<file path="src/isj_pkg.sv">
// Constants and carrier types for the five-instruction execution block.
// Assumes the surrounding core supplies decoded operands and file data each cycle.
//
// Overview of operation
// - Decrement-skip writes f minus one, flags kept.
// - Zero decrement result turns next instruction into NOP.
// - Increment-skip writes f plus one, flags kept.
// - Zero increment result turns next instruction into NOP.
// - Jump loads literal and page latch bits.
// - Jump takes two cycles, flags kept.
// - OR literal into accumulator, zero flag updated.
// - Increment file register, zero flag updated.
package isj_pkg;

   // ==========================================================
   // Widths and field positions
   localparam int DATA_W      = 8;
   localparam int FADDR_W     = 7;
   localparam int LIT_W       = 11;
   localparam int PC_W        = 13;
   localparam int PAGE_LO     = 3;
   localparam int PAGE_HI     = 4;
   localparam logic DEST_ACC  = 1'b0;
   localparam logic DEST_FILE = 1'b1;

   // ==========================================================
   // Operation codes presented by the decoder
   typedef enum logic [2:0] {
      ISJ_OP_NONE,
      ISJ_OP_DEC_SKIP,
      ISJ_OP_INC_SKIP,
      ISJ_OP_INC,
      ISJ_OP_OR_LIT,
      ISJ_OP_JUMP
   } isj_op_e;

   typedef enum logic [1:0] {
      ISJ_ST_RUN,
      ISJ_ST_FLUSH
   } isj_state_e;

   typedef struct packed {
      logic                valid;
      isj_op_e             op;
      logic                dest;
      logic [FADDR_W-1:0]  faddr;
      logic [LIT_W-1:0]    literal;
      logic [DATA_W-1:0]   file_data;
      logic [DATA_W-1:0]   acc;
      logic [DATA_W-1:0]   page_latch;
   } isj_req_s;

   typedef struct packed {
      logic                acc_we;
      logic [DATA_W-1:0]   acc_data;
      logic                file_we;
      logic [FADDR_W-1:0]  file_addr;
      logic [DATA_W-1:0]   file_data;
      logic                zero_we;
      logic                zero_val;
      logic                pc_load;
      logic [PC_W-1:0]     pc_value;
   } isj_res_s;

   typedef struct packed {
      isj_state_e  st;
      isj_res_s    res;
   } isj_state_s;

endpackage : isj_pkg

</file>
<file path="src/isj_exec.sv">
// Execution logic for decrement/increment-skip, increment, OR-literal and jump.
// Assumes one req_i per instruction cycle (enable pulse cyc_en_i) from the decoder.
`timescale 1ns/1ns
`default_nettype none
module isj_exec (
   input  wire logic              ref_clk_i,
   input  wire logic              rst_i,
   input  wire logic              cyc_en_i,
   input  wire isj_pkg::isj_req_s req_i,
   output logic                   busy_o,
   output isj_pkg::isj_res_s      res_o
);
   import isj_pkg::*;

   isj_state_s s_q;
   isj_state_s s_d;
   logic [DATA_W-1:0] inc_v;
   logic [DATA_W-1:0] dec_v;
   logic [DATA_W-1:0] res_v;

   // ==========================================================
   // Next-state logic
   always_comb begin
      inc_v = req_i.file_data + 8'h01;
      dec_v = req_i.file_data - 8'h01;
      res_v = 8'h00;
      s_d = s_q;
      if (cyc_en_i) begin
         s_d.res = '0;
         s_d.st  = ISJ_ST_RUN;
         // Instruction in the flushed slot is discarded, acting as a NOP
         if (s_q.st == ISJ_ST_RUN && req_i.valid) begin
            case (req_i.op)
               ISJ_OP_DEC_SKIP, ISJ_OP_INC_SKIP, ISJ_OP_INC: begin
                  res_v = (req_i.op == ISJ_OP_DEC_SKIP) ? dec_v : inc_v;
                  s_d.res.acc_we    = (req_i.dest == DEST_ACC);
                  s_d.res.file_we   = (req_i.dest == DEST_FILE);
                  s_d.res.acc_data  = res_v;
                  s_d.res.file_data = res_v;
                  s_d.res.file_addr = req_i.faddr;
                  if (req_i.op == ISJ_OP_INC) begin
                     s_d.res.zero_we  = 1'b1;
                     s_d.res.zero_val = (res_v == 8'h00);
                  end else if (res_v == 8'h00) begin
                     s_d.st = ISJ_ST_FLUSH;
                  end
               end
               ISJ_OP_OR_LIT: begin
                  res_v = req_i.acc | req_i.literal[DATA_W-1:0];
                  s_d.res.acc_we   = 1'b1;
                  s_d.res.acc_data = res_v;
                  s_d.res.zero_we  = 1'b1;
                  s_d.res.zero_val = (res_v == 8'h00);
               end
               ISJ_OP_JUMP: begin
                  s_d.res.pc_load  = 1'b1;
                  s_d.res.pc_value = {req_i.page_latch[PAGE_HI:PAGE_LO], req_i.literal};
                  s_d.st = ISJ_ST_FLUSH;
               end
               default: begin
                  s_d.st = ISJ_ST_RUN;
               end
            endcase
         end
      end
   end

   always_ff @(posedge ref_clk_i or posedge rst_i) begin
      if (rst_i) begin
         s_q <= '0;
      end else begin
         s_q <= s_d;
      end
   end

   assign busy_o = (s_q.st == ISJ_ST_FLUSH);
   assign res_o  = s_q.res;

   // ==========================================================
   // Checks
   a_skip_flushes: assert property (@(posedge ref_clk_i) disable iff (rst_i)
      cyc_en_i && !busy_o && req_i.valid && req_i.op == ISJ_OP_DEC_SKIP
      && req_i.file_data == 8'h01 |=> busy_o)
      else $error("decrement to zero did not skip");
   a_inc_skip_flush: assert property (@(posedge ref_clk_i) disable iff (rst_i)
      cyc_en_i && !busy_o && req_i.valid && req_i.op == ISJ_OP_INC_SKIP
      && req_i.file_data == 8'hFF |=> busy_o)
      else $error("increment wrap did not skip");
   a_no_flag_skip: assert property (@(posedge ref_clk_i) disable iff (rst_i)
      cyc_en_i && !busy_o && req_i.valid && req_i.op == ISJ_OP_DEC_SKIP
      |=> !res_o.zero_we && res_o.acc_data == $past(req_i.file_data) - 8'h01)
      else $error("decrement-skip result or flag wrong");
   a_inc_dest_sel: assert property (@(posedge ref_clk_i) disable iff (rst_i)
      cyc_en_i && !busy_o && req_i.valid && req_i.op == ISJ_OP_INC_SKIP
      |=> res_o.file_we == $past(req_i.dest) && !res_o.zero_we)
      else $error("increment-skip destination wrong");
   a_jump_target: assert property (@(posedge ref_clk_i) disable iff (rst_i)
      cyc_en_i && !busy_o && req_i.valid && req_i.op == ISJ_OP_JUMP
      |=> res_o.pc_load && res_o.pc_value[LIT_W-1:0] == $past(req_i.literal)
      && res_o.pc_value[PC_W-1:LIT_W] == $past(req_i.page_latch[PAGE_HI:PAGE_LO]))
      else $error("jump target wrong");
   a_jump_two_cyc: assert property (@(posedge ref_clk_i) disable iff (rst_i)
      cyc_en_i && !busy_o && req_i.valid && req_i.op == ISJ_OP_JUMP
      |=> busy_o && !res_o.zero_we)
      else $error("jump not two cycles");
   a_or_result: assert property (@(posedge ref_clk_i) disable iff (rst_i)
      cyc_en_i && !busy_o && req_i.valid && req_i.op == ISJ_OP_OR_LIT
      |=> res_o.acc_we && res_o.zero_we
      && res_o.acc_data == ($past(req_i.acc) | $past(req_i.literal[DATA_W-1:0])))
      else $error("OR literal result wrong");
   a_inc_zero: assert property (@(posedge ref_clk_i) disable iff (rst_i)
      cyc_en_i && !busy_o && req_i.valid && req_i.op == ISJ_OP_INC
      |=> res_o.zero_we && !busy_o)
      else $error("increment flag or timing wrong");
   a_zero_exact: assert property (@(posedge ref_clk_i) disable iff (rst_i)
      res_o.zero_we |-> res_o.zero_val == (res_o.acc_we ? res_o.acc_data == 8'h00
      : res_o.file_data == 8'h00))
      else $error("zero flag mismatch");
   a_single_cycle: assert property (@(posedge ref_clk_i) disable iff (rst_i)
      cyc_en_i && !busy_o && req_i.valid && req_i.op == ISJ_OP_DEC_SKIP
      && req_i.file_data != 8'h01 |=> !busy_o)
      else $error("nonzero skip took two cycles");

endmodule : isj_exec
`default_nettype wire

</file>
<file path="config.mk">
export PLATFORM = sky130hd
export DESIGN_NAME = isj_exec
export DESIGN_NICKNAME = d
export VERILOG_FILES = /design/src/isj_pkg.sv /design/src/isj_exec.sv
export SDC_FILE = /design/constraint.sdc
export NUM_CORES = 1
export LEC_CHECK = 0
export BUFFER_PORTS_ARGS = -buffer_cell sky130_fd_sc_hd__buf_4
export CORE_MARGIN = 2
export CORE_UTILIZATION = 25
export CTS_CLUSTER_DIAMETER = 30
export DETAILED_ROUTE_END_ITERATION = 12
export GPL_TIMING_DRIVEN = 0
export MAX_ROUTING_LAYER = met4
export SETUP_SLACK_MARGIN = 0.4
export SKIP_LAST_GASP = 1
export SLEW_MARGIN = 40
export SYNTH_ARGS = -nofsm -noshare
export SYNTH_HDL_FRONTEND = slang
export SYNTH_SLANG_ARGS = --single-unit
export TNS_END_PERCENT = 1
</file>
<file path="constraint.sdc">
create_clock -name ref_clk_i -period 1.7 [get_ports ref_clk_i]
set_clock_uncertainty 0.05 [all_clocks]
set_input_delay 0.085 -clock ref_clk_i [delete_from_list [all_inputs] [get_ports ref_clk_i]]
set_output_delay 0.085 -clock ref_clk_i [all_outputs]
set_load 0.1 [all_outputs]
</file>
==> results of run 1 <==
## power by group
group	internal, mW	switching, mW
Combinational	0.251	0.557
Sequential	1.04	0.0270
Clock	0.313	0.309
## metal layers
layer,vias to the layer above,GRT usage,wire (um)
met2,61,0.252,3100
met3,7,0.0277,436
li1,974,-,-
met1,968,0.183,2740
met5,-,-,0
met4,0,0.0507,78
## sequential cells by signal (all words and copies together), names as in the netlist
register and cells:
s_q 1, res_o 41
## cell families after synthesis
logic type / count (synthesis)
flip-flops: 42
adder cells (fa/ha/maj): 2
AND/OR/NAND/NOR: 66
buffers and inverters: 24
multiplexers: 2
AO/OA/AOI/OAI: 62
XOR/XNOR: 8
## area by class of cell
type | count | area (um^2)
Buffer | 13 | 88.8
Clock buffer | 6 | 82.6
Fill cell | 816 | 4850
Inverter | 11 | 43.8
Multi-Input combinational cell | 140 | 1000
Sequential cell | 42 | 1050
Tap cell | 105 | 131
Timing Repair Buffer | 109 | 881
## worst paths after layout
path	start	end	slack (ns)	depth (start not counted)
worst max-delay path	req_i[45]	s_q[41]$_DFFE_PP0P_	-0.28	11
worst min-delay path	req_i[16]	res_o[16]$_DFFE_PP0P_	0.01	2
worst max register to register	s_q[41]$_DFFE_PP0P_	res_o[7]$_DFFE_PP0P_	-0.18	5
worst min register to register	res_o[36]$_DFFE_PP0P_	res_o[36]$_DFFE_PP0P_	0.45	2
max in group asynchronous	rst_i	res_o[14]$_DFFE_PP0P_	0.88	3
min in group asynchronous	rst_i	res_o[9]$_DFFE_PP0P_	0.36	3
## Yosys cell counts (all sizes together)
library cell	number	area, um^2
o21a	1	7.51
clkbuf	7	26.3
dfrtp	42	1050
o2111a	1	11.3
ha	2	25.0
nand2	19	71.3
nand4	1	6.26
a31o	1	8.76
a22oi	1	7.51
or2b	1	7.51
a21oi	11	55.1
a2111oi	1	15.0
o22ai	1	6.26
nor3b	2	20.0
and4	2	17.5
nor2	19	71.3
nor3	6	35.0
a31oi	1	6.26
o211ai	3	22.5
or3b	1	11.3
nand3	6	30.0
o221ai	2	17.5
o2bb2ai	6	52.6
xor2	3	26.3
mux2i	2	20.0
and4b	1	10.0
nor2b	1	6.26
o21ai	8	40.0
a2111o	1	11.3
inv	11	41.3
and3	2	12.5
or3	1	6.26
and2	1	6.26
buf	6	42.5
a221o	1	10.0
a22o	21	184
nand3b	1	7.51
nor4	2	18.8
a21o	2	15.0
xnor2	5	43.8
## critical path: cells and delay by family
| kind | cells | cell delay (ns) |
|---|---|---|
| adders and majority gates | 1 | 0.18 |
| xor gates and xnor gates | 1 | 0.12 |
| AOI/OAI and AO/OA | 3 | 0.74 |
| buffers and inverters | 3 | 0.37 |
| and+or+nand+nor | 3 | 0.66 |
## timing repair
item,in CTS,in global routing
setup endpoints to repair,40,40
resized for setup,14,0
pin swaps,11,1
endpoints found under the hold margin,63,0
hold buffers,22,0
setup buffers,6,0
## through the flow
stage / instances / hold WS, ns
after floorplan: 206 / 0.117
after global placement: 392 / 0.250
after detailed placement: 392 / 0.125
after CTS: 426 / 0.00742
after global routing: 426 / 0.0175
final: 426 / 0.0110
==> key figures, run 1 <==
Route
  – Wirelength per Cell: 14.9 um
  – Antenna-violating nets left: 0
  – Drt first pass iters: 4
  – Vias per std cell: 4.72
  – Starting DRC count in detailed routing: 71
  – WL final: 6350 um
  – Via Count: 2010
  – # DRC: 0

Yosys
  – Simple-Gate Fraction of Synth Area: 0.162
  – Yosys reg bits: 42
  – Register area share after synthesis: 0.504
  – Post-synthesis cell type count: 45
  – Post-Synth Adder-Cell Area: 0.0120
  – Post-synthesis xor/xnor area fraction: 0.0336
  – Syn nets: 258
  – Post-Syn Area: 2080 um^2
  – Syn Area/Cell: 10.1 um^2
  – Synth Area in Compound Gates: 0.226
  – Mux cell area share after synthesis: 0.00960
  – Largest family of logic cells by synthesized area: compound AO/OA/AOI/OAI gates
  – Ys Warns: 0
  – Post-Syn Instances: 206

Power and ir drop
  – Pwr Total: 2.50 mW
  – Static Leak: 1.60 nW
  – PwrDens: 763 nW/um^2
  – Max VDD drop: 247 uV

Placed design
  – PortBufs: 81
  – GP Congestion: 0.766
  – Detailed placement HPWL: 4710 um
  – Post-Place Cell Area: 2850 um^2
  – Place WS: -0.837 ns

Final layout
  – Final core occ: 0.403
  – Fraction of layout cells with a size suffix above 1: 0.361
  – Most common cell after layout, fill and taps aside: buf_4
  – Fin nets: 374
  – Most frequent cells in the layout: buf_4 (85), dfrtp_1 (42), dlygate4sd3_1 (22), a22o_1 (21), nand2_1 (19)
  – Diodes inserted: 0
  – Design area: 3280 um^2
  – Layout area overhead: 57.3%

Clock network
  – Clk slew on worst S/H paths: 0.08 ns
  – Worst-Skew Late Latency: 0.29 ns
  – H-tree lvl count: 2
  – CTS tree: done
  – CTS Buffer Depth: 2
  – Sink Count: 42
  – Num CTS Buffers: 5
  – Root buffer cell: clkbuf_8

STA
  – Max-slew headroom: 0.633
  – Sum of negative setup slack: -4.03 ns
  – Final period utilization: 1.16
  – Final setup margin: -0.279 ns
  – RSZ-0062 raised after global routing: yes
  – Min Clock Period, post-route: 1.98 ns
  – Fmax achieved: 0.505 GHz
  – Setup Viol. Count Final: 28
  – Final hold vios: 0
  – Max-slew violation count: 0
  – Worst-Margin Slew: 0.551 ns

Global routing
  – Vias in the first global route: 2059
  – Antenna violations before repair: 0
  – Congestion Overflow GR: 0
  – Global-route wire length before repair: 10100 um
  – GRT Overall Usage: 0.150
  – Largest net degree at the start of global routing: 43

Die
  – Initial Util: 0.256
  – Die ar.: 9080 um^2
  – Die Y: 95.3 um
  – Num ports: 92
  – Floorplan row count: 33
  – CORE AREA: 8130 um^2
  – Die W: 95.3 um

Critical path
  – Critical Path RT: 1.88 ns
  – Cell at the slowest stage of the critical path: or3b_4
  – Setup crit end kind: flip-flop
  – Startpoint types: input pin
  – Crit-path cells: buf_12 -> or3b_4 -> buf_8 -> xnor2_4 -> ha_2 -> buf_6 -> nor3_4 -> nand2_1 -> a21o_1 -> a2111oi_4 -> a221o_1
  – Max FO, Critical Path: 7
  – Arr. time, crit path: 2.16 ns
  – Delay of the slowest critical-path stage: 0.40 ns
  – Kind of critical path: input pin to flip-flop

Status
  – Outcome: finished with violations
  – Failing checks: setup timing

Run
  – Maxcap violations: 0

Worst hold path
  – Hold crit path type: input pin to flip-flop
No activity file was read; power rests on OpenSTA's default activity.
==> run 2, diff against run 1 <==
ABC_AREA = 1   (was unset)
==> key figures, run 2 <==
Yosys
  – Post-synth EDFFs: 0 (unchanged)
  – Synth area leaders: dfrtp_1 (49%), nand2_1 (16%), inv_1 (6.3%) (was dfrtp_1 (50%), a22o_1 (8.8%), nand2_1 (3.4%))
  – Post-synthesis cell type count: 31 (was 45)
  – Post-synth ARST share: 1.00 (unchanged)
  – Ys Warns: 0 (unchanged)
  – Post-synth top cells: nand2_1 (94), dfrtp_1 (42), inv_1 (36), nand3_1 (17), nor2_1 (16) (was dfrtp_1 (42), a22o_1 (21), nand2_1 (19), nor2_1 (19), a21oi_1 (11))
  – Syn Area/Cell: 7.86 um^2 (was 10.1 um^2)
  – Leading cell type by number of instances after synthesis: nand2_1 (was dfrtp_1)
  – Ys flop type: dfrtp_1 (unchanged)
  – Register area share after synthesis: 0.490 (was 0.504)
  – Post-Syn Area: 2150 um^2 (was 2080 um^2)
  – Yosys reg bits: 42 (unchanged)
  – Post-synth top area share: 0.490 (was 0.504)
  – Syn nets: 325 (was 258)
  – Synth area leader: dfrtp_1 (unchanged)
  – Post-Syn Instances: 273 (was 206)

Status
  – Outcome: finished, final reports clean (was finished with violations)

Clock network
  – Sink Count: 42 (unchanged)
  – Root buffer cell: clkbuf_8 (unchanged)
  – CTS Buffer Depth: 2 (unchanged)
  – Worst-Skew Late Latency: 0.28 ns (was 0.29 ns)
  – Num CTS Buffers: 5 (unchanged)
  – CTS tree: done (unchanged)
  – Clk slew on worst S/H paths: 0.07 ns (was 0.08 ns)
  – H-tree lvl count: 2 (unchanged)

STA
  – Fmax achieved: 0.702 GHz (was 0.505 GHz)
  – Setup Viol. Count Final: 0 (was 28)
  – RSZ-0062 raised after global routing: yes (unchanged)
  – Final period utilization: 0.837 (was 1.16)
  – Max-slew headroom: 0.645 (was 0.633)
  – Max-slew violation count: 0 (unchanged)
  – Min Clock Period, post-route: 1.42 ns (was 1.98 ns)
  – Final setup margin: 0.276 ns (was -0.279 ns)
  – Worst-Margin Slew: 0.532 ns (was 0.551 ns)
  – Final hold vios: 0 (unchanged)

Route
  – Starting DRC count in detailed routing: 104 (was 71)
  – Antenna-violating nets left: 0 (unchanged)
  – Via Count: 2236 (was 2010)
  – Vias per std cell: 4.47 (was 4.72)
  – WL final: 6430 um (was 6350 um)
  – Wirelength per Cell: 12.9 um (was 14.9 um)
  – Drt first pass iters: 4 (unchanged)
  – # DRC: 0 (unchanged)

Placed design
  – PortBufs: 85 (was 81)
  – GP Congestion: 0.869 (was 0.766)
  – Place WS: -0.185 ns (was -0.837 ns)
  – Detailed placement HPWL: 4800 um (was 4710 um)

Critical path
  – Startpoint types: input pin (unchanged)
  – Kind of critical path: input pin to flip-flop (unchanged)
  – Most frequent cell on the critical path: nand2_2
  – Critical Path RT: 1.82 ns (was 1.88 ns)
  – Setup crit end kind: flip-flop (unchanged)
  – Max FO, Critical Path: 4 (was 7)
  – Delay of the slowest critical-path stage: 0.18 ns (was 0.40 ns)
  – Crit-path cells: buf_12 -> inv_16 -> nand4_1 -> buf_4 -> buf_6 -> nand2_2 -> o21bai_4 -> nand2_2 -> nand2_1 -> nand2_1 -> nand2_2 -> nor2_4 -> buf_4 -> nand3_1 -> nand3_1 (was buf_12 -> or3b_4 -> buf_8 -> xnor2_4 -> ha_2 -> buf_6 -> nor3_4 -> nand2_1 -> a21o_1 -> a2111oi_4 -> a221o_1)
  – Arr. time, crit path: 1.54 ns (was 2.16 ns)
  – Cell at the slowest stage of the critical path: buf_4 (was or3b_4)

Global routing
  – Vias in the first global route: 2297 (was 2059)
  – Global-route wire length before repair: 10600 um (was 10100 um)
  – Antenna violations before repair: 0 (unchanged)
  – GRT Overall Usage: 0.141 (was 0.150)
  – Congestion Overflow GR: 0 (unchanged)
  – Largest net degree at the start of global routing: 43 (unchanged)

Die
  – Floorplan row count: 33 (unchanged)
  – Num ports: 92 (unchanged)
  – CORE AREA: 8260 um^2 (was 8130 um^2)
  – Die W: 96.6 um (was 95.3 um)
  – Die Y: 96.6 um (was 95.3 um)
  – Initial Util: 0.260 (was 0.256)
  – Die ar.: 9340 um^2 (was 9080 um^2)

Final layout
  – Most common cell after layout, fill and taps aside: buf_4 (unchanged)
  – Most frequent cells in the layout: buf_4 (96), nand2_1 (85), dfrtp_1 (41), inv_1 (32), dlygate4sd3_1 (15) (was buf_4 (85), dfrtp_1 (42), dlygate4sd3_1 (22), a22o_1 (21), nand2_1 (19))
  – Diodes inserted: 0 (unchanged)
  – Fin nets: 446 (was 374)
  – Max reg flops: 41 (unchanged)
  – Fraction of layout cells with a size suffix above 1: 0.382 (was 0.361)
  – Layout area overhead: 63.0% (was 57.3%)
  – Final core occ: 0.424 (was 0.403)

Run
  – Maxcap violations: 0 (unchanged)

Power and ir drop
  – PwrDens: 776 nW/um^2 (was 763 nW/um^2)
  – Max VDD drop: 353 uV (was 247 uV)
  – Static Leak: 1.89 nW (was 1.60 nW)

Worst hold path
  – Hold crit path type: input pin to flip-flop (unchanged)
[run 2: cell count changes in the layout (fill, tap and decap cells not counted), moves of 9 or more]
cell | before | now
a22o_1 | 21 | 8
nand2_1 | 19 | 85
inv_1 | 9 | 32
nand2_2 | 0 | 10
buf_4 | 85 | 96
a21oi_1 | 10 | 1
[run 2: area by class of cell]
class / count / area [um^2]
flip-flops and latches: 42 / 1050
repair buffers: 114 / 922
well taps: 105 / 131
clock buffers: 7 / 76.3
plain buffers: 6 / 40.0
clock inverters: 1 / 30.0
multi-input cells: 184 / 1060
inverters: 41 / 180
fillers: 834 / 4760
[run 2: timing repair]
item                                    in CTS  in global routing
endpoints found under the setup margin      34                 37
resized for setup                           13                 19
setup buffers                               12                  2
hold buffers                                15                  0
hold endpoints to repair                    56                  0
pin swaps                                   15                 12
[run 2: logic make-up after synthesis]
family / synth area share
AOI/OAI and AO/OA: 0.115
buffers and inverters: 0.0828
adders and majority gates: 0.0117
and+or+nand+nor: 0.293
xor gates and xnor gates: 0.00816
DFF: 0.490
[run 2: where the power goes]
group | switching [mW] | internal, mW | leakage [nW]
logic | 0.609 | 0.271 | 1.27
clock network | 0.322 | 0.439 | 0.0524
registers | 0.0277 | 1.05 | 0.572
total | 0.958 | 1.76 | 1.89
[run 2: final timing paths]
check                                       from                    end  slack [ns]  depth (start not counted)
setup / recovery                       req_i[44]    s_q[41]$_DFFE_PP0P_        0.28                         15
hold / removal                         req_i[33]   res_o[9]$_DFFE_PP0P_       0.004                          3
setup reg to reg             s_q[41]$_DFFE_PP0P_    s_q[41]$_DFFE_PP0P_        0.30                          7
hold reg to reg            res_o[17]$_DFFE_PP0P_  res_o[17]$_DFFE_PP0P_        0.43                          2
max in group asynchronous                  rst_i    s_q[41]$_DFFE_PP0P_        0.86                          3
min in group asynchronous                  rst_i   res_o[2]$_DFFE_PP0P_        0.35                          3
[run 2: per-stage QoR]
step	TNS, ns	instance area (um^2)	hold slack, ns	power [mW]	instances
after global placement	-1.12	3000	0.257	1.87	463
after CTS	0	3400	0.00213	2.71	498
after global routing	0	3500	0.00451	2.84	500
final	0	3500	0.00402	2.71	500
after detailed placement	-0.283	3010	0.119	1.88	463
after floorplan	0	2230	0.168	1.64	273
[run 2: worst max-delay path, delay by kind of cell]
kind	cells	cell delay [ns]
AND/OR/NAND/NOR	9	0.74
buffers and inverters	5	0.59
AO/OA/AOI/OAI	1	0.12
[run 2: layer usage]
metal	vias to the layer above	GRT usage	routed length (um)
met5	-	-	0
met2	77	0.225	3050
met4	0	0.0325	112
met3	11	0.0289	338
li1	1111	-	-
met1	1037	0.184	2930
